--- config.mk ---
export PLATFORM = sky130hd
export DESIGN_NAME = secr_regs
export DESIGN_NICKNAME = d
export VERILOG_FILES = /design/src/include/secr_pkg.sv /design/src/core/secr_regs.sv /design/src/core/secr_zero_sel.sv
export VERILOG_INCLUDE_DIRS = /design/src /design/src/include
export SDC_FILE = /design/constraint.sdc
export NUM_CORES = 1
export LEC_CHECK = 0
export BUFFER_PORTS_ARGS = -buffer_cell sky130_fd_sc_hd__buf_2
export CAP_MARGIN = 20
export CORE_ASPECT_RATIO = 1.2
export CORE_MARGIN = 1.5
export CORE_UTILIZATION = 45
export CTS_BUF_LIST = sky130_fd_sc_hd__clkbuf_4
export CTS_CLUSTER_DIAMETER = 30
export DETAILED_ROUTE_END_ITERATION = 10
export MAX_ROUTING_LAYER = met4
export PLACE_DENSITY = 0.71
export SYNTH_ARGS = -nofsm -noshare
export SYNTH_HDL_FRONTEND = slang
export SYNTH_SLANG_ARGS = --single-unit
export TNS_END_PERCENT = 1
--- constraint.sdc ---
create_clock -name core_clk_in -period 2.3 [get_ports core_clk_in]
set_input_delay 0.23 -clock core_clk_in [delete_from_list [all_inputs] [get_ports core_clk_in]]
set_output_delay 0.23 -clock core_clk_in [all_outputs]
set_load 0.05 [all_outputs]
--- src/include/secr_consts.svh ---
// Offsets, field positions, reset values and codes of the equalizer control registers.
`ifndef SECR_CONSTS_SVH
`define SECR_CONSTS_SVH

`define SECR_ADDR_W          10
`define SECR_OFS_CTRL        10'h1c2
`define SECR_OFS_ZERO        10'h1c3
`define SECR_OFS_LANE        10'h1d0

`define SECR_RST_CTRL        8'h00
`define SECR_RST_ZERO        8'h00
`define SECR_RST_LANE        8'h08
`define SECR_RD_UNMAPPED     8'h00

`define SECR_CTRL_MODE_LSB   0
`define SECR_CTRL_MODE_MSB   1
`define SECR_CTRL_HOLD_BIT   2
`define SECR_CTRL_ZOVR_BIT   3
`define SECR_CTRL_LOVR_BIT   4
`define SECR_ZERO_CODE_MSB   4
`define SECR_LANE_LVL_MSB    4
`define SECR_LANE_BST_LSB    5
`define SECR_LANE_BST_MSB    6

`define SECR_LEVEL_MAX       5'h10
`define SECR_LANE_MASK       16'h4040

`define SECR_ZC_365          5'h1f
`define SECR_ZC_275          5'h1e
`define SECR_ZC_195          5'h1d
`define SECR_ZC_140          5'h1b
`define SECR_ZC_105          5'h19
`define SECR_ZC_75           5'h10
`define SECR_ZC_55           5'h08
`define SECR_ZC_50           5'h00

`define SECR_MHZ_365         9'h16d
`define SECR_MHZ_275         9'h113
`define SECR_MHZ_195         9'h0c3
`define SECR_MHZ_140         9'h08c
`define SECR_MHZ_105         9'h069
`define SECR_MHZ_75          9'h04b
`define SECR_MHZ_55          9'h037
`define SECR_MHZ_50          9'h032
`define SECR_MHZ_NONE        9'h000

`endif

--- src/include/secr_pkg.sv ---
// Types shared by the equalizer control register block.
package secr_pkg;

    typedef enum logic [1:0] {
        SECR_MODE_OFF,
        SECR_MODE_ADAPT,
        SECR_MODE_PRECURSOR,
        SECR_MODE_POSTCURSOR
    } secr_mode_e;

    typedef logic [1:0] secr_rate_t;
    typedef logic [4:0] secr_zcode_t;
    typedef logic [8:0] secr_mhz_t;

endpackage

--- src/core/secr_regs.sv ---
// Equalizer control register bank with decoded controls for the receive equalizer.
//
// Overview of operation
// - Two-bit mode: off, adaptive, precursor, postcursor.
// - Mode one without override adapts levels itself.
// - Level override in mode one uses programmed levels.
// - Zero override uses code register, else rate.
// - Hold bit freezes adaptation while fully adaptive.
// - Zero code maps to listed frequencies.
// - Rate picks code 1F, 1B or 08.
// - Two-bit boost gives 0, 2, 4, 6 dB.
// - Per-lane level ranges 0 to 16.
// - Sixteen lane byte registers from 1D0h upward.
// - Only lanes 6 and 14 affect the link.
//
// Decided for this implementation: the plain strobed port.
`timescale 1ns/1ns
`default_nettype none
`include "secr_consts.svh"

module secr_regs
#(
    parameter int NUM_LANES = 16,
    parameter int ADDR_W    = `SECR_ADDR_W
)
(
    input  wire logic                   core_clk_in,
    input  wire logic                   rst_in,
    input  wire logic [ADDR_W-1:0]      reg_addr_in,
    input  wire logic [7:0]             reg_wr_data_in,
    input  wire logic                   reg_wr_in,
    input  wire logic                   reg_rd_in,
    input  wire secr_pkg::secr_rate_t   lane_rate_in,
    output logic      [7:0]             reg_rd_data_out,
    output secr_pkg::secr_mode_e        equalizer_function_select_out,
    output logic                        adaptive_run_out,
    output logic                        adaptation_hold_out,
    output logic                        level_override_enable_out,
    output logic      [4:0]             zero_frequency_code_out,
    output logic      [8:0]             zero_frequency_mhz_out,
    output logic      [2*NUM_LANES-1:0] lane_gain_boost_out,
    output logic      [5*NUM_LANES-1:0] lane_level_setting_out
);
    import secr_pkg::*;

    initial
    begin
        if (NUM_LANES < 1 || NUM_LANES > 16)
            $error("NUM_LANES must lie between 1 and 16.");
        if (ADDR_W < `SECR_ADDR_W)
            $error("ADDR_W too narrow for the register offsets.");
    end

    localparam logic [15:0] LANE_MASK = `SECR_LANE_MASK;

    function automatic logic lane_connected(input int idx);
        lane_connected = LANE_MASK[idx];
    endfunction

    function automatic logic [4:0] clamp_level(input logic [4:0] lvl);
        clamp_level = (lvl > `SECR_LEVEL_MAX) ? `SECR_LEVEL_MAX : lvl;
    endfunction

    logic [7:0] ctrl_q;
    logic [7:0] zero_q;
    logic [7:0] lane_q [NUM_LANES];
    logic [7:0] rd_data_q;

    // Address decode.
    wire logic [ADDR_W-1:0] lane_ofs;
    wire logic              sel_ctrl;
    wire logic              sel_zero;
    wire logic              sel_lane;
    wire logic [3:0]        lane_idx;
    assign lane_ofs = reg_addr_in - ADDR_W'(`SECR_OFS_LANE);
    assign sel_ctrl = reg_addr_in == ADDR_W'(`SECR_OFS_CTRL);
    assign sel_zero = reg_addr_in == ADDR_W'(`SECR_OFS_ZERO);
    assign sel_lane = (reg_addr_in >= ADDR_W'(`SECR_OFS_LANE)) &&
                      (lane_ofs < ADDR_W'(NUM_LANES));
    assign lane_idx = lane_ofs[3:0];

    // Read selection; unmapped addresses read as zero.
    wire logic [7:0] rd_mux;
    assign rd_mux = sel_ctrl ? ctrl_q :
                    sel_zero ? zero_q :
                    sel_lane ? lane_q[lane_idx] : `SECR_RD_UNMAPPED;

    // Whole bytes are stored, reserved bits included.
    always_ff @(posedge core_clk_in)
    begin
        if (rst_in)
        begin
            ctrl_q <= `SECR_RST_CTRL;
            zero_q <= `SECR_RST_ZERO;
        end
        else if (reg_wr_in)
        begin
            if (sel_ctrl)
                ctrl_q <= reg_wr_data_in;
            if (sel_zero)
                zero_q <= reg_wr_data_in;
        end
    end

    always_ff @(posedge core_clk_in)
    begin
        for (int i = 0; i < NUM_LANES; i++)
        begin
            if (rst_in)
                lane_q[i] <= `SECR_RST_LANE;
            else if (reg_wr_in && sel_lane && lane_idx == 4'(i))
                lane_q[i] <= reg_wr_data_in;
        end
    end

    // Read data stand only in the cycle after the read strobe.
    always_ff @(posedge core_clk_in)
    begin
        if (rst_in)
            rd_data_q <= `SECR_RD_UNMAPPED;
        else
            rd_data_q <= reg_rd_in ? rd_mux : `SECR_RD_UNMAPPED;
    end
    assign reg_rd_data_out = rd_data_q;

    // Control decode.
    wire secr_mode_e mode_d;
    wire logic       lovr_bit;
    wire logic       adaptive_d;
    wire logic       hold_d;
    wire logic       lovr_d;
    assign mode_d     = secr_mode_e'(ctrl_q[`SECR_CTRL_MODE_MSB:`SECR_CTRL_MODE_LSB]);
    assign lovr_bit   = ctrl_q[`SECR_CTRL_LOVR_BIT];
    assign adaptive_d = (mode_d == SECR_MODE_ADAPT) && !lovr_bit;
    assign hold_d     = adaptive_d && ctrl_q[`SECR_CTRL_HOLD_BIT];
    assign lovr_d     = (mode_d == SECR_MODE_ADAPT) && lovr_bit;

    wire logic [4:0] zcode_d;
    wire logic [8:0] zmhz_d;
    secr_zero_sel u_zero_sel
    (
        .zero_freq_override_enable_in (ctrl_q[`SECR_CTRL_ZOVR_BIT]),
        .zero_frequency_code_in       (zero_q[`SECR_ZERO_CODE_MSB:0]),
        .lane_rate_in                 (lane_rate_in),
        .zero_code_out                (zcode_d),
        .zero_mhz_out                 (zmhz_d)
    );

    // Per-lane fields; disconnected lanes drive zero.
    logic [2*NUM_LANES-1:0] boost_d;
    logic [5*NUM_LANES-1:0] level_d;
    always_comb
    begin
        boost_d = '0;
        level_d = '0;
        for (int i = 0; i < NUM_LANES; i++)
        begin
            if (lane_connected(i))
            begin
                boost_d[2*i +: 2] = lane_q[i][`SECR_LANE_BST_MSB:`SECR_LANE_BST_LSB];
                level_d[5*i +: 5] = clamp_level(lane_q[i][`SECR_LANE_LVL_MSB:0]);
            end
        end
    end

    always_ff @(posedge core_clk_in)
    begin
        if (rst_in)
        begin
            equalizer_function_select_out <= SECR_MODE_OFF;
            adaptive_run_out              <= 1'b0;
            adaptation_hold_out           <= 1'b0;
            level_override_enable_out     <= 1'b0;
            zero_frequency_code_out       <= `SECR_ZC_50;
            zero_frequency_mhz_out        <= `SECR_MHZ_NONE;
            lane_gain_boost_out           <= '0;
            lane_level_setting_out        <= '0;
        end
        else
        begin
            equalizer_function_select_out <= mode_d;
            adaptive_run_out              <= adaptive_d;
            adaptation_hold_out           <= hold_d;
            level_override_enable_out     <= lovr_d;
            zero_frequency_code_out       <= zcode_d;
            zero_frequency_mhz_out        <= zmhz_d;
            lane_gain_boost_out           <= boost_d;
            lane_level_setting_out        <= level_d;
        end
    end
endmodule
`default_nettype wire

--- src/core/secr_zero_sel.sv ---
// Selects the effective equalizer zero-frequency code and its frequency in MHz.
`timescale 1ns/1ns
`default_nettype none
`include "secr_consts.svh"

module secr_zero_sel
(
    input  wire logic                 zero_freq_override_enable_in,
    input  wire secr_pkg::secr_zcode_t zero_frequency_code_in,
    input  wire secr_pkg::secr_rate_t  lane_rate_in,
    output logic                      [4:0] zero_code_out,
    output logic                      [8:0] zero_mhz_out
);
    import secr_pkg::*;

    function automatic secr_zcode_t rate_code(input secr_rate_t rate);
        unique case (rate)
            2'h0, 2'h1: rate_code = `SECR_ZC_365;
            2'h2:       rate_code = `SECR_ZC_140;
            2'h3:       rate_code = `SECR_ZC_55;
        endcase
    endfunction

    function automatic secr_mhz_t code_mhz(input secr_zcode_t code);
        case (code)
            `SECR_ZC_365: code_mhz = `SECR_MHZ_365;
            `SECR_ZC_275: code_mhz = `SECR_MHZ_275;
            `SECR_ZC_195: code_mhz = `SECR_MHZ_195;
            `SECR_ZC_140: code_mhz = `SECR_MHZ_140;
            `SECR_ZC_105: code_mhz = `SECR_MHZ_105;
            `SECR_ZC_75:  code_mhz = `SECR_MHZ_75;
            `SECR_ZC_55:  code_mhz = `SECR_MHZ_55;
            `SECR_ZC_50:  code_mhz = `SECR_MHZ_50;
            default:      code_mhz = `SECR_MHZ_NONE;
        endcase
    endfunction

    wire secr_zcode_t auto_code;
    assign auto_code = rate_code(lane_rate_in);
    // Override takes the programmed code, otherwise the rate picks it.
    assign zero_code_out = zero_freq_override_enable_in ? zero_frequency_code_in : auto_code;
    assign zero_mhz_out  = code_mhz(zero_code_out);

endmodule
`default_nettype wire

== Yosys cells after proc, flatten, opt, wreduce, memory -nomap -nowiden ==
Memories as Yosys holds them, arrays and structs flattened. A register that Yosys moved wholly into a read port is not among the register bits.
Cells that the tools add are included.

* Eq/ne operators: 21
* Add/subtract/negate cells: 1
* Multiplexer cells: 73
* Magnitude comparators: 4
* Bitwise gates (word level): 17
* Reduce and logical (&&, ||, !) cells: 30

{| class="wikitable"
|+ Operators by type and width
! operator !! number
|-
| $mux 8 || 19
|-
| $mux 1 || 50
|-
| $eq 4x4->1 const B || 8
|-
| $logic_and 1x1->1 || 21
|-
| $eq 10x9->1 const B || 2
|-
| $eq 4x3->1 const B || 4
|-
| $or 1x1->1 || 16
|-
| $mux 5 || 3
|-
| $pmux 5 s3 || 1
|-
| $ge 10x9->1 const B || 1
|-
| $gt 5x5->1 const B || 2
|-
| $lt 10x5->1 const B || 1
|-
| $sub 10x9->10 const B || 1
|-
| $eq 4x2->1 const B || 2
|-
| $reduce_or 2->1 || 4
|-
| $eq 2x1->1 const B || 2
|-
| $eq 2x2->1 const B || 2
|-
| $eq 4x1->1 const B || 1
|-
| $logic_not 4->1 || 1
|-
| $reduce_and 2->1 || 2
|-
| $logic_not 2->1 || 1
|-
| $logic_not 1->1 || 1
|-
| $not 1->1 || 1
|}

* Flip-flop bits (word level): 146
* Bits in read-only memories: 288
* Word-level logic and storage cells: 162
* Input bits: 24
* Bits in writable memories: 128
* Memories: 2
* Output and inout port bits: 139

{| class="wikitable"
|+ Memories
! memory !! words !! width !! rd ports !! clocked after Yosys merged registers in !! wr ports !! RTL line !! RTL
|-
| (no name shown) || 32 || 9 || 1 || 1 || 0 || secr_zero_sel.sv:25 || <nowiki>case (code)</nowiki>
|-
| lane_q || 16 || 8 || 3 || 0 || 16 || secr_regs.sv:66 || <nowiki>logic [7:0] lane_q [NUM_LANES];</nowiki>
|}

== Logic depth before layout (Yosys ltp) ==
Gate-level depths: netlist of the first run.

* Word-level depth: 9
* Mapped depth: 7
* Mapped depth without buffers: 7

== Hierarchy ==
Synthesis of the first run repeated with hierarchy kept, for this count alone.

* Cells, all modules: 727
* Area, all modules: 9,143.8 um^2

{| class="wikitable"
|+ Modules (own cells, without submodules)
! module !! instances !! area an instance (um^2) !! cells an instance !! seq. area each (um^2)
|-
| secr_regs || 1 || 8,760.9 || 675 || 4,984.8
|-
| secr_zero_sel || 1 || 382.9 || 52 || 0.0
|}

== Least setup slack after synthesis of the first run ==
Ideal clock, no wire load.

* Kind: input to register
* Start point: in reg_addr_in[9]
* End point: mem lane_q[4][0] (enable)
* Library setup time: 387 ps
* Arrival time: 1,773 ps
* Setup slack: 140 ps
* Stages on the path: 5
* Buffers on the path: 1
* Data required time: 1,913 ps
* Cells stage by stage: nand4b_1 nor2_2 clkbuf_1 nand3_1 o31ai_1

{| class="wikitable"
|+ RTL lines
! item !! RTL line !! RTL
|-
| start, declared || secr_regs.sv:29 || <nowiki>input wire logic [ADDR_W-1:0] reg_addr_in,</nowiki>
|-
| end, declared || secr_regs.sv:66 ||
|}

== Worst setup path in the final report of the first run ==
* Start point: reg ctrl_q[3]
* End point: reg zero_frequency_mhz_out[5]

* Cells in the longest elaborated chain, start to end: 1

{| class="wikitable"
|+ RTL lines
! item !! RTL line !! RTL
|-
| start, declared || secr_regs.sv:64 || <nowiki>logic [7:0] ctrl_q;</nowiki>
|-
| start signal, assigned || secr_regs.sv:93 || <nowiki>ctrl_q <= `SECR_RST_CTRL;</nowiki>
|-
| start signal, assigned || secr_regs.sv:99 || <nowiki>ctrl_q <= reg_wr_data_in;</nowiki>
|-
| $mux 5 || secr_zero_sel.sv:41 || <nowiki>assign zero_code_out = zero_freq_override_enable_in ? zero_frequency_code_in : auto_code;</nowiki>
|-
| via u_zero_sel.zero_code_out[0] || secr_zero_sel.sv:11 || <nowiki>output logic [4:0] zero_code_out,</nowiki>
|-
| end, declared || secr_regs.sv:40 || <nowiki>output logic [8:0] zero_frequency_mhz_out,</nowiki>
|}

The timed path passes the listed nets, and every way through them passes these cells.
A chain may end at the register's enable or synchronous reset.

==> run summary, run 1 <==
Outcome - complete, no violations
Remaining DRCs - 0
Bufs on Longest Clock Path - 2
Synth unique cells - 44
Largest net degree at the start of global routing - 39
Fmax - 560.7 MHz
Yosys warns - 0
Switch share - 0.3018
IO Pins - 163
Worst Setup End Kind - register
Post-CTS Hold Buffers - 0
Clock Power Share - 0.270
TritonCTS buffer count - 17
Fill cells - 1753
Via Count - 5526
RSZ-0062 raised after global routing - false
Non-filler cells, final - 1103
Int Power - 0.004471 W
Post-CTS setup buffers - 0
Cell count after synthesis - 736
Actual slew at the worst max-slew pin - 0.5676 ns
Max-Slew Margin vs Limit - 0.6202
Cell area after layout - 9593 um^2
P&R area growth vs syn - 8.184%
Initial Util - 0.4569
DR iter-0 viols - 524
Setup_tns - 0 ns
Max cap viols - 0
Initial antenna violation count - 2
Worst clock skew - 0.01841 ns
Synth Area per Inst - 12.05 um^2
Final min period - 1.783 ns
Sequential element share of the synthesized area - 0.5622
Total global-route track usage - 0.1981
Worst skew pair latency - 0.60 ns
Final setup viols - 0
Worst hold path class - input port to register
Num Clock Sinks - 185
Pwr dens - 667.5 nW/um^2
Die Wd - 131.1 um
Post-detail-place hpwl - 13400 um
Final hold violation count - 0
Final nets - 856
Remaining antenna violation count after routing - 0
Drt pass-1 iters - 5
LEAKAGE - 3.702 nW
Cell Count Post-Placement - 1069
Hold path depth - 3
Fin. max-slew vios - 0
Worst path required time - 2.78 ns
Flop pwr share - 0.582
Setup crit start kind - register
WL final - 19320 um
Worst EP arrival - 2.26 ns
CTS tree - built
Final Wtd Congestion - 0.8724
PortBufs - 64
Core Util, Final - 0.4943
Die area - 20560 um^2
Core area - 19410 um^2
VDD IR max - 273.6 uV
Site Rows - 56
CP Max Fanout - 7
Logic pwr share - 0.149
Total placed instance area - 9325 um^2
Power, Total - 0.006403 W
CTS root buf - clkbuf_4
R2R cell count - 7
First-pass GRT wire length - 29480 um
Die Y - 156.8 um
Post-synthesis register bit count - 185
Vias in the first global route - 5191
Grt total ovfl - 0
Via density - 5.010
Max H-tree Level - 4
Crit Path Class - register to register
Switching power - 0.001932 W
Period utilization - 0.7754
Worst-path clk slew - 0.14 ns
WL/cell - 17.51 um
Layout cells sized above 1 - 0.2238
Syn Std Cell Area - 8867 um^2
Resized Gates After CTS - 0
-- registers in the layout, summed over array words and instances, names as in the netlist --
register	count
zero_q	8
lane_level_setting_out	10
zero_frequency_mhz_out	9
zero_frequency_code_out	5
equalizer_function_select_out	2
reg_rd_data_out	8
ctrl_q	8
lane_gain_boost_out	4
lane_q	128
adaptive_run_out	1
level_override_enable_out	1
adaptation_hold_out	1
-- layer usage --
metal / wire, um / vias to the layer above / GRT usage
met5: 0 / - / -
met4: 561 / 0 / 0.08454
met3: 1038 / 39 / 0.03855
met2: 9994 / 212 / 0.3384
met1: 7721 / 2693 / 0.2293
li1: - / 2582 / -
-- kinds of logic after synthesis --
family / Yosys count / synth area share
simple gates: 264 / 0.1699
xor+xnor: 1 / 0.0009879
fa+ha+maj: 5 / 0.007055
flops: 185 / 0.5622
compound gates: 80 / 0.05009
buf+inv: 139 / 0.1040
mux: 61 / 0.1054
other cells: 1 / 0.0004229
-- critical path, stage by stage, from the launching register on --
cell,delay (ns)
dfxtp_1,0.48
inv_1,0.11
o21ai_0,0.27
inv_1,0.16
ha_1,0.25
mux2_2,0.27
nand2_1,0.07
a21oi_1,0.06
-- cell usage in the layout (no fill, tap or decap), types with 5 or more instances in the layout --
master	n
mux2i_1	18
buf_4	44
inv_1	5
nand2_1	38
edfxtp_1	128
nor2_1	32
buf_2	64
mux4_2	24
nor2b_1	12
a21oi_1	26
mux2_2	19
nand3_1	6
conb_1	98
nand2b_1	12
nor3_1	11
clkbuf_4	19
dfxtp_1	57
o21ai_0	38
or3_1	9
and2_1	124
ha_1	5
-- cells in the mapped netlist, drive strengths merged --
cell type  count  share of area
edfxtp       128           0.43
and2         124          0.087
buf          114          0.093
dfxtp         57           0.13
o21ai         39          0.022
nand2         38          0.016
nor2          34          0.017
a21oi         26          0.015
mux4          24          0.061
clkbuf        20         0.0085
mux2          19          0.024
mux2i         18          0.020
nand2b        12         0.0085
nor2b         12         0.0085
nor3          11         0.0062
or3            9         0.0063
nand3          6         0.0034
ha             5         0.0071
inv            5         0.0021
a22oi          4         0.0034
nand4          4         0.0028
o31ai          4         0.0034
o211ai         3         0.0025
a32oi          2         0.0020
and3           2         0.0014
and3b          2         0.0020
nand4b         2         0.0020
nor3b          2         0.0017
nor4b          2         0.0037
a221o          1         0.0011
a2bb2oi        1        0.00099
and4           1        0.00099
conb           1        0.00042
nand3b         1        0.00085
or2            1        0.00071
or4            1        0.00085
xor2           1        0.00099
-- power by group through the flow --
stage	logic [W]	clock network, W	registers [W]
final	0.000952	0.00173	0.00372
after global routing	0.000997	0.00188	0.00374
after CTS	0.000951	0.00176	0.00373
after detailed placement	0.000950	0	0.00380
after global placement	0.000944	0	0.00379
after floorplan	0.000774	0	0.00388
-- final cells by class --
| cell class | instances | area, um^2 | share of cell area |
|---|---|---|---|
| Clock inverter | 13 | 120.1 | 0.01252 |
| Antenna cell | 2 | 5.005 | 0.0005217 |
| Timing Repair Buffer | 109 | 670.6 | 0.06991 |
| Clock buffer | 19 | 142.6 | 0.01487 |
| Inverter | 5 | 18.77 | 0.001956 |
| Multi-Input combinational cell | 509 | 3324 | 0.3466 |
| Tap cell | 261 | 326.6 | 0.03404 |
| Sequential cell | 185 | 4985 | 0.5196 |
-- path summary, 6_finish.rpt --
path | end | slack, ns | startpoint
worst max-delay path | zero_frequency_mhz_out[5] | 0.52 | ctrl_q[3]
worst min-delay path | zero_q[7] | 0.05 | reg_wr_data_in[7]
worst max register to register | zero_frequency_mhz_out[5] | 0.52 | ctrl_q[3]
worst min register to register | zero_q[5] | 0.47 | zero_q[5]
-- per-stage QoR --
stage / hold WS (ns) / setup slack, ns
finish: 0.04510 / 0.5165
global route: 0.03112 / 0.3534
CTS: 0.01661 / 0.5173
detailed placement: 0.4506 / 0.2103
global placement: 0.4378 / 0.2310
floorplan: 0.3705 / 0.1400
No activity file was read; power rests on OpenSTA's default activity.
==> run 2, diff against run 1 <==
--- a/config.mk
+++ b/config.mk
@@ -6,6 +6,7 @@
 export SDC_FILE = /design/constraint.sdc
 export NUM_CORES = 1
 export LEC_CHECK = 0
+export ABC_AREA = 1
 export BUFFER_PORTS_ARGS = -buffer_cell sky130_fd_sc_hd__buf_2
 export CAP_MARGIN = 20
 export CORE_ASPECT_RATIO = 1.2
@@ -15,7 +16,7 @@
 export CTS_CLUSTER_DIAMETER = 30
 export DETAILED_ROUTE_END_ITERATION = 10
 export MAX_ROUTING_LAYER = met4
-export PLACE_DENSITY = 0.71
+export PLACE_DENSITY = 0.68
 export SYNTH_ARGS = -nofsm -noshare
 export SYNTH_HDL_FRONTEND = slang
 export SYNTH_SLANG_ARGS = --single-unit
==> constraint.sdc (replaced) <==
create_clock -name core_clk_in -period 1.71 [get_ports core_clk_in]
set_input_delay 0.171 -clock core_clk_in [delete_from_list [all_inputs] [get_ports core_clk_in]]
set_output_delay 0.171 -clock core_clk_in [all_outputs]
set_load 0.05 [all_outputs]
==> run 2 against run 1 <==
Effect of this change: clock skew shrank 0.0028 ns; first-iteration DRC count up 9.4%; setup slack got worse by 0.29 ns; cell area rose by 5.6%; via count rose by 29%; fmax increased by 20%; non-clock buffer count rose by 9; highest routed layer unchanged; critical endpoint is now zero_frequency_mhz_out[1]; hold slack worse by 0.0021 ns; sequential power up 35%.
==> run summary, run 2 <==
Outcome - complete, no violations
Via density - 4.719 (-5.8%)
Crit Path Class - register to register
Power, Total - 0.008883 W (+39%)
Total global-route track usage - 0.2077 (+0.009640)
Final Wtd Congestion - 0.8968 (+2.8%)
Total placed instance area - 9819 um^2 (+5.3%)
TritonCTS buffer count - 17 (unchanged)
DR iter-0 viols - 573 (+9.4%)
Post-synth EDFFs - 128 (unchanged)
VDD IR max - 375.7 uV (+37%)
P&R area growth vs syn - 8.859%
Drt pass-1 iters - 5 (unchanged)
Core Util, Final - 0.5002 (+0.005984)
Period utilization - 0.8680 (+0.09257)
Remaining antenna violation count after routing - 0 (unchanged)
Max cap viols - 0 (unchanged)
Fin. max-slew vios - 0 (unchanged)
Post-detail-place hpwl - 14700 um (+9.7%)
Site Rows - 57 (+1.8%)
Post-synth top cells - 346 x nand2_1, 161 x nor2_1, 130 x inv_1, 128 x edfxtp_1, 103 x buf_4
Grt total ovfl - 0 (unchanged)
Core area - 20250 um^2 (+4.4%)
Slowest-stage cell, CP - dfxtp_2
IO Pins - 163 (unchanged)
Final nets - 1257 (+47%)
Most common cell after layout, fill and taps aside - nand2_1
Worst-path clk slew - 0.15 ns (about the same)
LEAKAGE - 4.995 nW (+35%)
Biggest register - lane_q
Reg2Reg Setup Slack - 0.23 ns (-0.29 ns)
Post-synthesis register bit count - 185 (unchanged)
Most used cell, CP - nand2_1
CTS root buf - clkbuf_4
Via Count - 7112 (+29%)
Worst Setup End Kind - register
Area occupied by multi-input gates - 3213 um^2 (-3.3%)
Worst skew pair latency - 0.58 ns (-0.02 ns)
Register Area - 4986 um^2 (about the same)
Worst r2r dst - zero_frequency_mhz_out[1]
Synth top area cells - edfxtp_1 41%, nand2_1 14%, dfxtp_1 12%
Initial Util - 0.4595 (+0.002666)
Die area - 21560 um^2 (+4.9%)
First-pass GRT wire length - 33010 um (+12%)
Most numerous cell in the Yosys netlist - nand2_1
Share of the synthesized area in the top cell type - 0.4130 (-0.02051)
CTS tree - built
Worst Setup SP - ctrl_q[3]
Die Wd - 134.3 um (+2.4%)
Worst path max stage delay - 0.37 ns (-0.11 ns)
Sequential element share of the synthesized area - 0.5356 (-0.02660)
Worst hold path class - input port to register
Cell taking the most area after synthesis - edfxtp_1
Actual slew at the worst max-slew pin - 0.8915 ns (+0.3239 ns)
Vias in the first global route - 6539 (+26%)
Max-Slew Margin vs Limit - 0.4020 (-0.2182)
Setup crit start kind - register
Bufs on Longest Clock Path - 2 (unchanged)
Yosys warns - 0 (unchanged)
Top Registers - lane_q: 128 flops, lane_level_setting_out: 10 flops, zero_frequency_mhz_out: 9 flops
CP Max Fanout - 5 (-2)
Commonest non-fill, non-tap cells in the layout - 346 x nand2_1, 161 x nor2_1, 130 x inv_1, 128 x edfxtp_1, 98 x conb_1
Largest net degree at the start of global routing - 55 (+41%)
Worst path required time - 2.23 ns (-0.55 ns)
Synth unique cells - 30 (-32%)
Async set-reset flop share out of synthesis - 0 (unchanged)
Final hold violation count - 0 (unchanged)
Largest register FFs - 128 (unchanged)
CP Capture Point - zero_frequency_mhz_out[1]
WL/cell - 14.00 um (-20%)
Syn Std Cell Area - 9308 um^2 (+5.0%)
Cell area after layout - 10130 um^2 (+5.6%)
Cell count after synthesis - 1133 (+54%)
Worst EP arrival - 2.00 ns (-0.26 ns)
WHS - 0.04300 ns (-0.002104 ns)
Initial antenna violation count - 1 (-1)
Worst clock skew - 0.01563 ns (-0.002773 ns)
R2R cell count - 8 (+1)
Synth Area per Inst - 8.215 um^2 (-32%)
Remaining DRCs - 0 (unchanged)
PortBufs - 64 (unchanged)
Post-CTS setup buffers - 0 (unchanged)
RSZ-0062 raised after global routing - false
Main flop type after synthesis - edfxtp_1
Pwr dens - 876.7 nW/um^2 (+31%)
Max H-tree Level - 4 (unchanged)
Layout cells sized above 1 - 0.1338 (-0.09005)
Final setup viols - 0 (unchanged)
Fmax - 673.7 MHz (+20%)
Worst r2r src - ctrl_q[3]
Die Y - 160.5 um (+2.4%)
Fill cells - 1952 (+11%)
WL final - 21100 um (+9.2%)
Num Clock Sinks - 185 (unchanged)
Final min period - 1.484 ns (-0.2992 ns)
Worst path cell trace - inv_1 -> nand2_1 -> nand2_1 -> inv_1 -> ha_1 -> nand2_1 -> o21a_1 -> o21ai_1
==> run 2: kinds of logic (layout without fill, tap and decap cells) <==
logic type / after synthesis / in the layout / synth area share
AOI/OAI and AO/OA: 97 / 97 / 0.05431
adders and majority gates: 5 / 5 / 0.006721
buffers and inverters: 282 / 293 / 0.1584
DFF: 185 / 185 / 0.5356
other: 1 / 99 / 0.0004029
and+or+nand+nor: 563 / 563 / 0.2447
==> run 2: worst max-delay path: cells and delay by family (launching register included) <==
kind | cells | cell delay, ns
AOI/OAI and AO/OA | 2 | 0.30
adders and majority gates | 1 | 0.28
buffers and inverters | 2 | 0.16
DFF | 1 | 0.37
and+or+nand+nor | 3 | 0.31
==> run 2: worst min path at each step <==
stage,from,to,slack [ns],depth (start not counted)
after global placement,rst_in,equalizer_function_select_out[1],0.42,2
final,lane_rate_in[0],zero_frequency_code_out[1],0.04,6
after floorplan,reg_wr_data_in[3],zero_q[3],0.39,2
after global routing,reg_wr_data_in[3],zero_q[3],0.07,4
after CTS,lane_rate_in[0],zero_frequency_code_out[1],0.03,6
after detailed placement,rst_in,equalizer_function_select_out[1],0.43,2
==> run 2: metal layers <==
| layer | GRT usage | vias up | share of wire |
|---|---|---|---|
| met5 | - | - | 0 |
| met1 | 0.2368 | 3267 | 0.40 |
| met2 | 0.3576 | 261 | 0.51 |
| li1 | - | 3532 | - |
| met3 | 0.03598 | 52 | 0.056 |
| met4 | 0.09042 | 0 | 0.033 |
==> run 2: layout make-up <==
class | count | area share
repair buffers | 118 | 0.07730
diodes | 1 | 0.0002470
clock buffers | 18 | 0.01334
well taps | 265 | 0.03272
inverters | 143 | 0.05298
multi-input cells | 763 | 0.3171
clock inverters | 14 | 0.01420
flip-flops and latches | 185 | 0.4921
==> run 2: repair_timing <==
action                     in CTS  in global routing
gates resized for setup         0                  1
hold buffers                    3                  0
setup endpoints to repair       0                  1
hold endpoints to repair       14                  0
==> run 2: stage by stage <==
stage	setup WS [ns]	TNS [ns]	std cells
after CTS	0.1861	0	1506
after global placement	-0.07749	-2.238	1471
after global routing	0.06138	0	1507
final	0.2257	0	1507
after detailed placement	-0.1204	-2.268	1471
after floorplan	-0.2150	-18.89	1230
==> run 2: where the power goes <==
part / internal [W] / switching [W] / leakage (nW) / total [W]
registers: 0.00495 / 0.0000511 / 1.69 / 0.00501
clock network: 0.000892 / 0.00151 / 0.161 / 0.00240
logic: 0.000286 / 0.00119 / 3.14 / 0.00148
total: 0.00613 / 0.00275 / 5.00 / 0.00888
==> run 3, diff against run 2 <==
--- a/config.mk
+++ b/config.mk
@@ -7,7 +7,6 @@
 export NUM_CORES = 1
 export LEC_CHECK = 0
 export ABC_AREA = 1
-export BUFFER_PORTS_ARGS = -buffer_cell sky130_fd_sc_hd__buf_2
 export CAP_MARGIN = 20
 export CORE_ASPECT_RATIO = 1.2
 export CORE_MARGIN = 1.5
@@ -15,8 +14,9 @@
 export CTS_BUF_LIST = sky130_fd_sc_hd__clkbuf_4
 export CTS_CLUSTER_DIAMETER = 30
 export DETAILED_ROUTE_END_ITERATION = 10
+export DONT_BUFFER_PORTS = 1
 export MAX_ROUTING_LAYER = met4
-export PLACE_DENSITY = 0.68
+export PLACE_DENSITY = 0.62
 export SYNTH_ARGS = -nofsm -noshare
 export SYNTH_HDL_FRONTEND = slang
 export SYNTH_SLANG_ARGS = --single-unit
==> run 3 against run 2 <==
Effect of this change: final cell count fell by 4.0%; clock power barely moved; non-clock buffer count fell by 61; sequential share of layout area rose by 1.4 points; core utilization fell by 1.4 points; total power fell by 1.4%; combinational power fell by 16%; first-iteration DRC count rose by 3.0%; fmax fell by 12%; via count fell by 3.6%; critical path type unchanged.
==> run summary, run 3 (synthesized netlist as in run 2, its figures left out) <==
Outcome - complete, no violations
Crit path max-delay family - buffers and inverters
Grt total ovfl - 0 (unchanged)
Max cap viols - 0 (unchanged)
Fmax - 592.5 MHz (-12%)
Die Wd - 134.3 um (unchanged)
Period utilization - 0.9869 (+0.1189)
Core area - 20250 um^2 (unchanged)
Buf+Inv Stages, Crit Path - 2 (unchanged)
Worst skew pair latency - 0.57 ns (about the same)
Num Clock Sinks - 185 (unchanged)
Initial antenna violation count - 1 (unchanged)
Worst path max stage delay - 0.55 ns (+0.18 ns)
Pwr dens - 889.2 nW/um^2 (+1.4%)
Initial Util - 0.4595 (unchanged)
Final min period - 1.688 ns (+0.2034 ns)
DR iter-0 viols - 590 (+3.0%)
CTS root buf - clkbuf_4
CP Max Fanout - 3 (-2)
Largest register FFs - 128 (unchanged)
Final Wtd Congestion - 0.8579 (-4.3%)
Remaining DRCs - 0 (unchanged)
Hold path depth - 3 (-3)
Site Rows - 57 (unchanged)
WL final - 21590 um (+2.3%)
WL/cell - 14.93 um (+6.7%)
Most used cell, CP - nand2_1
PortBufs - 0 (-100%)
Worst EP arrival - 2.17 ns (+0.17 ns)
Bufs on Longest Clock Path - 2 (unchanged)
Layout cells sized above 1 - 0.08305 (-0.05071)
First-pass GRT wire length - 33300 um (+0.88%)
Largest net degree at the start of global routing - 69 (+25%)
VDD IR max - 388.5 uV (+3.4%)
Worst Setup End Kind - register
Total global-route track usage - 0.2098 (+0.002135)
Biggest register - lane_q
Final nets - 1196 (-4.9%)
CTS tree - built
Via density - 4.740 (+0.44%)
Worst path cell trace - inv_2 -> nand2_1 -> nand2_1 -> nand2_1 -> dlygate4sd3_1 -> nand2_1 -> nand2_1 -> nand2_1 -> nor2_2 -> nand2_1 -> a21oi_2
Reg2Reg Setup Slack - 0.02 ns (-0.20 ns)
Critical path depth - 11 (+3)
Vias in the first global route - 6402 (-2.1%)
RSZ-0062 raised after global routing - true
Fill cells - 2022 (+3.6%)
Worst r2r dst - reg_rd_data_out[4]
Setup crit start kind - register
Die Y - 160.5 um (unchanged)
Commonest non-fill, non-tap cells in the layout - 346 x nand2_1, 159 x nor2_1, 128 x edfxtp_1, 127 x inv_1, 98 x conb_1
Via Count - 6854 (-3.6%)
Max-Slew Margin vs Limit - 0.3924 (-0.009631)
Final hold violation count - 0 (unchanged)
TritonCTS buffer count - 17 (unchanged)
Slowest-stage cell, CP - dlygate4sd3_1
Hold Path End - zero_q[7]
Final setup viols - 0 (unchanged)
Remaining antenna violation count after routing - 0 (unchanged)
R2R cell count - 11 (+3)
Die area - 21560 um^2 (unchanged)
Actual slew at the worst max-slew pin - 0.9059 ns (+0.01436 ns)
Max H-tree Level - 4 (unchanged)
WHS - 0.04432 ns (+0.001317 ns)
Drt pass-1 iters - 5 (unchanged)
Worst clock skew - 0.02077 ns (+0.005135 ns)
Core Util, Final - 0.4865 (-0.01378)
Worst Hold Launch - reg_wr_data_in[7]
Worst r2r src - lane_q[14][4]
LEAKAGE - 4.687 nW (-6.2%)
Worst hold path class - input port to register
Top Registers - lane_q: 128 flops, lane_level_setting_out: 10 flops, zero_frequency_mhz_out: 9 flops
Crit Path Class - register to register
Most common cell after layout, fill and taps aside - nand2_1
Fin. max-slew vios - 0 (unchanged)
Worst path required time - 2.19 ns (-0.04 ns)
Worst-path clk slew - 0.16 ns (about the same)
IO Pins - 163 (unchanged)
Post-detail-place hpwl - 14030 um (-4.6%)
Worst Setup SP - lane_q[14][4]
P&R area growth vs syn - 5.861%
## run 3: report_power, final
part           switching, W  total (W)  internal, W  leakage (nW)
sequential         0.000181    0.00514      0.00496          1.69
clock               0.00169    0.00237     0.000674         0.158
combinational       0.00101    0.00125     0.000243          2.84
## run 3: layout make-up
cell class,instances,area [um^2],area share
Clock inverter,15,148.9,0.01511
Inverter,143,536.8,0.05448
Tap cell,265,331.6,0.03365
Multi-Input combinational cell,763,3226,0.3274
Clock buffer,17,127.6,0.01295
Sequential cell,185,4985,0.5059
Timing Repair Buffer,57,495.5,0.05029
Antenna cell,1,2.502,0.0002540
## run 3: how the worst max path moves through the flow
stage / end / slack (ns)
floorplan: lane_q[0][0] / -0.22
global placement: lane_q[5][4] / 0.05
detailed placement: lane_q[7][4] / -0.01
CTS: reg_rd_data_out[4] / 0.03
global route: reg_rd_data_out[4] / -0.06
finish: reg_rd_data_out[4] / 0.02
## run 3: metal layers
layer  global-route usage  part of all wire  vias to the layer above
li1                     -                 -                     3408
met1               0.2416              0.40                     3150
met2               0.3587              0.51                      242
met3              0.04293             0.057                       54
met4              0.08065             0.030                        0
met5                    -                 0                        -
## run 3: timing repair
action / in CTS / in global routing
hold buffers: 15 / 1
setup endpoints to repair: 0 / 44
setup buffers: 0 / 2
endpoints found under the hold margin: 54 / 1
resized for setup: 0 / 10
## run 3: metrics by stage
| stage | TNS (ns) | instance area [um^2] | setup WS, ns | cells | total power (W) |
|---|---|---|---|---|---|
| global route | -0.1604 | 9853 | -0.05845 | 1446 | 0.009109 |
| finish | 0 | 9853 | 0.02235 | 1446 | 0.008761 |
| floorplan | -18.89 | 9672 | -0.2150 | 1230 | 0.006384 |
| CTS | 0 | 9798 | 0.03130 | 1442 | 0.008816 |
| detailed placement | -0.02035 | 9371 | -0.01088 | 1395 | 0.006442 |
| global placement | 0 | 9371 | 0.04654 | 1395 | 0.006434 |
## run 3: worst register-to-register path: cells and delay by family (launching register included)
family | cells | cell delay (ns)
buffers and inverters | 2 | 0.62
and+or+nand+nor | 8 | 0.52
AOI/OAI and AO/OA | 1 | 0.06
DFF | 1 | 0.41
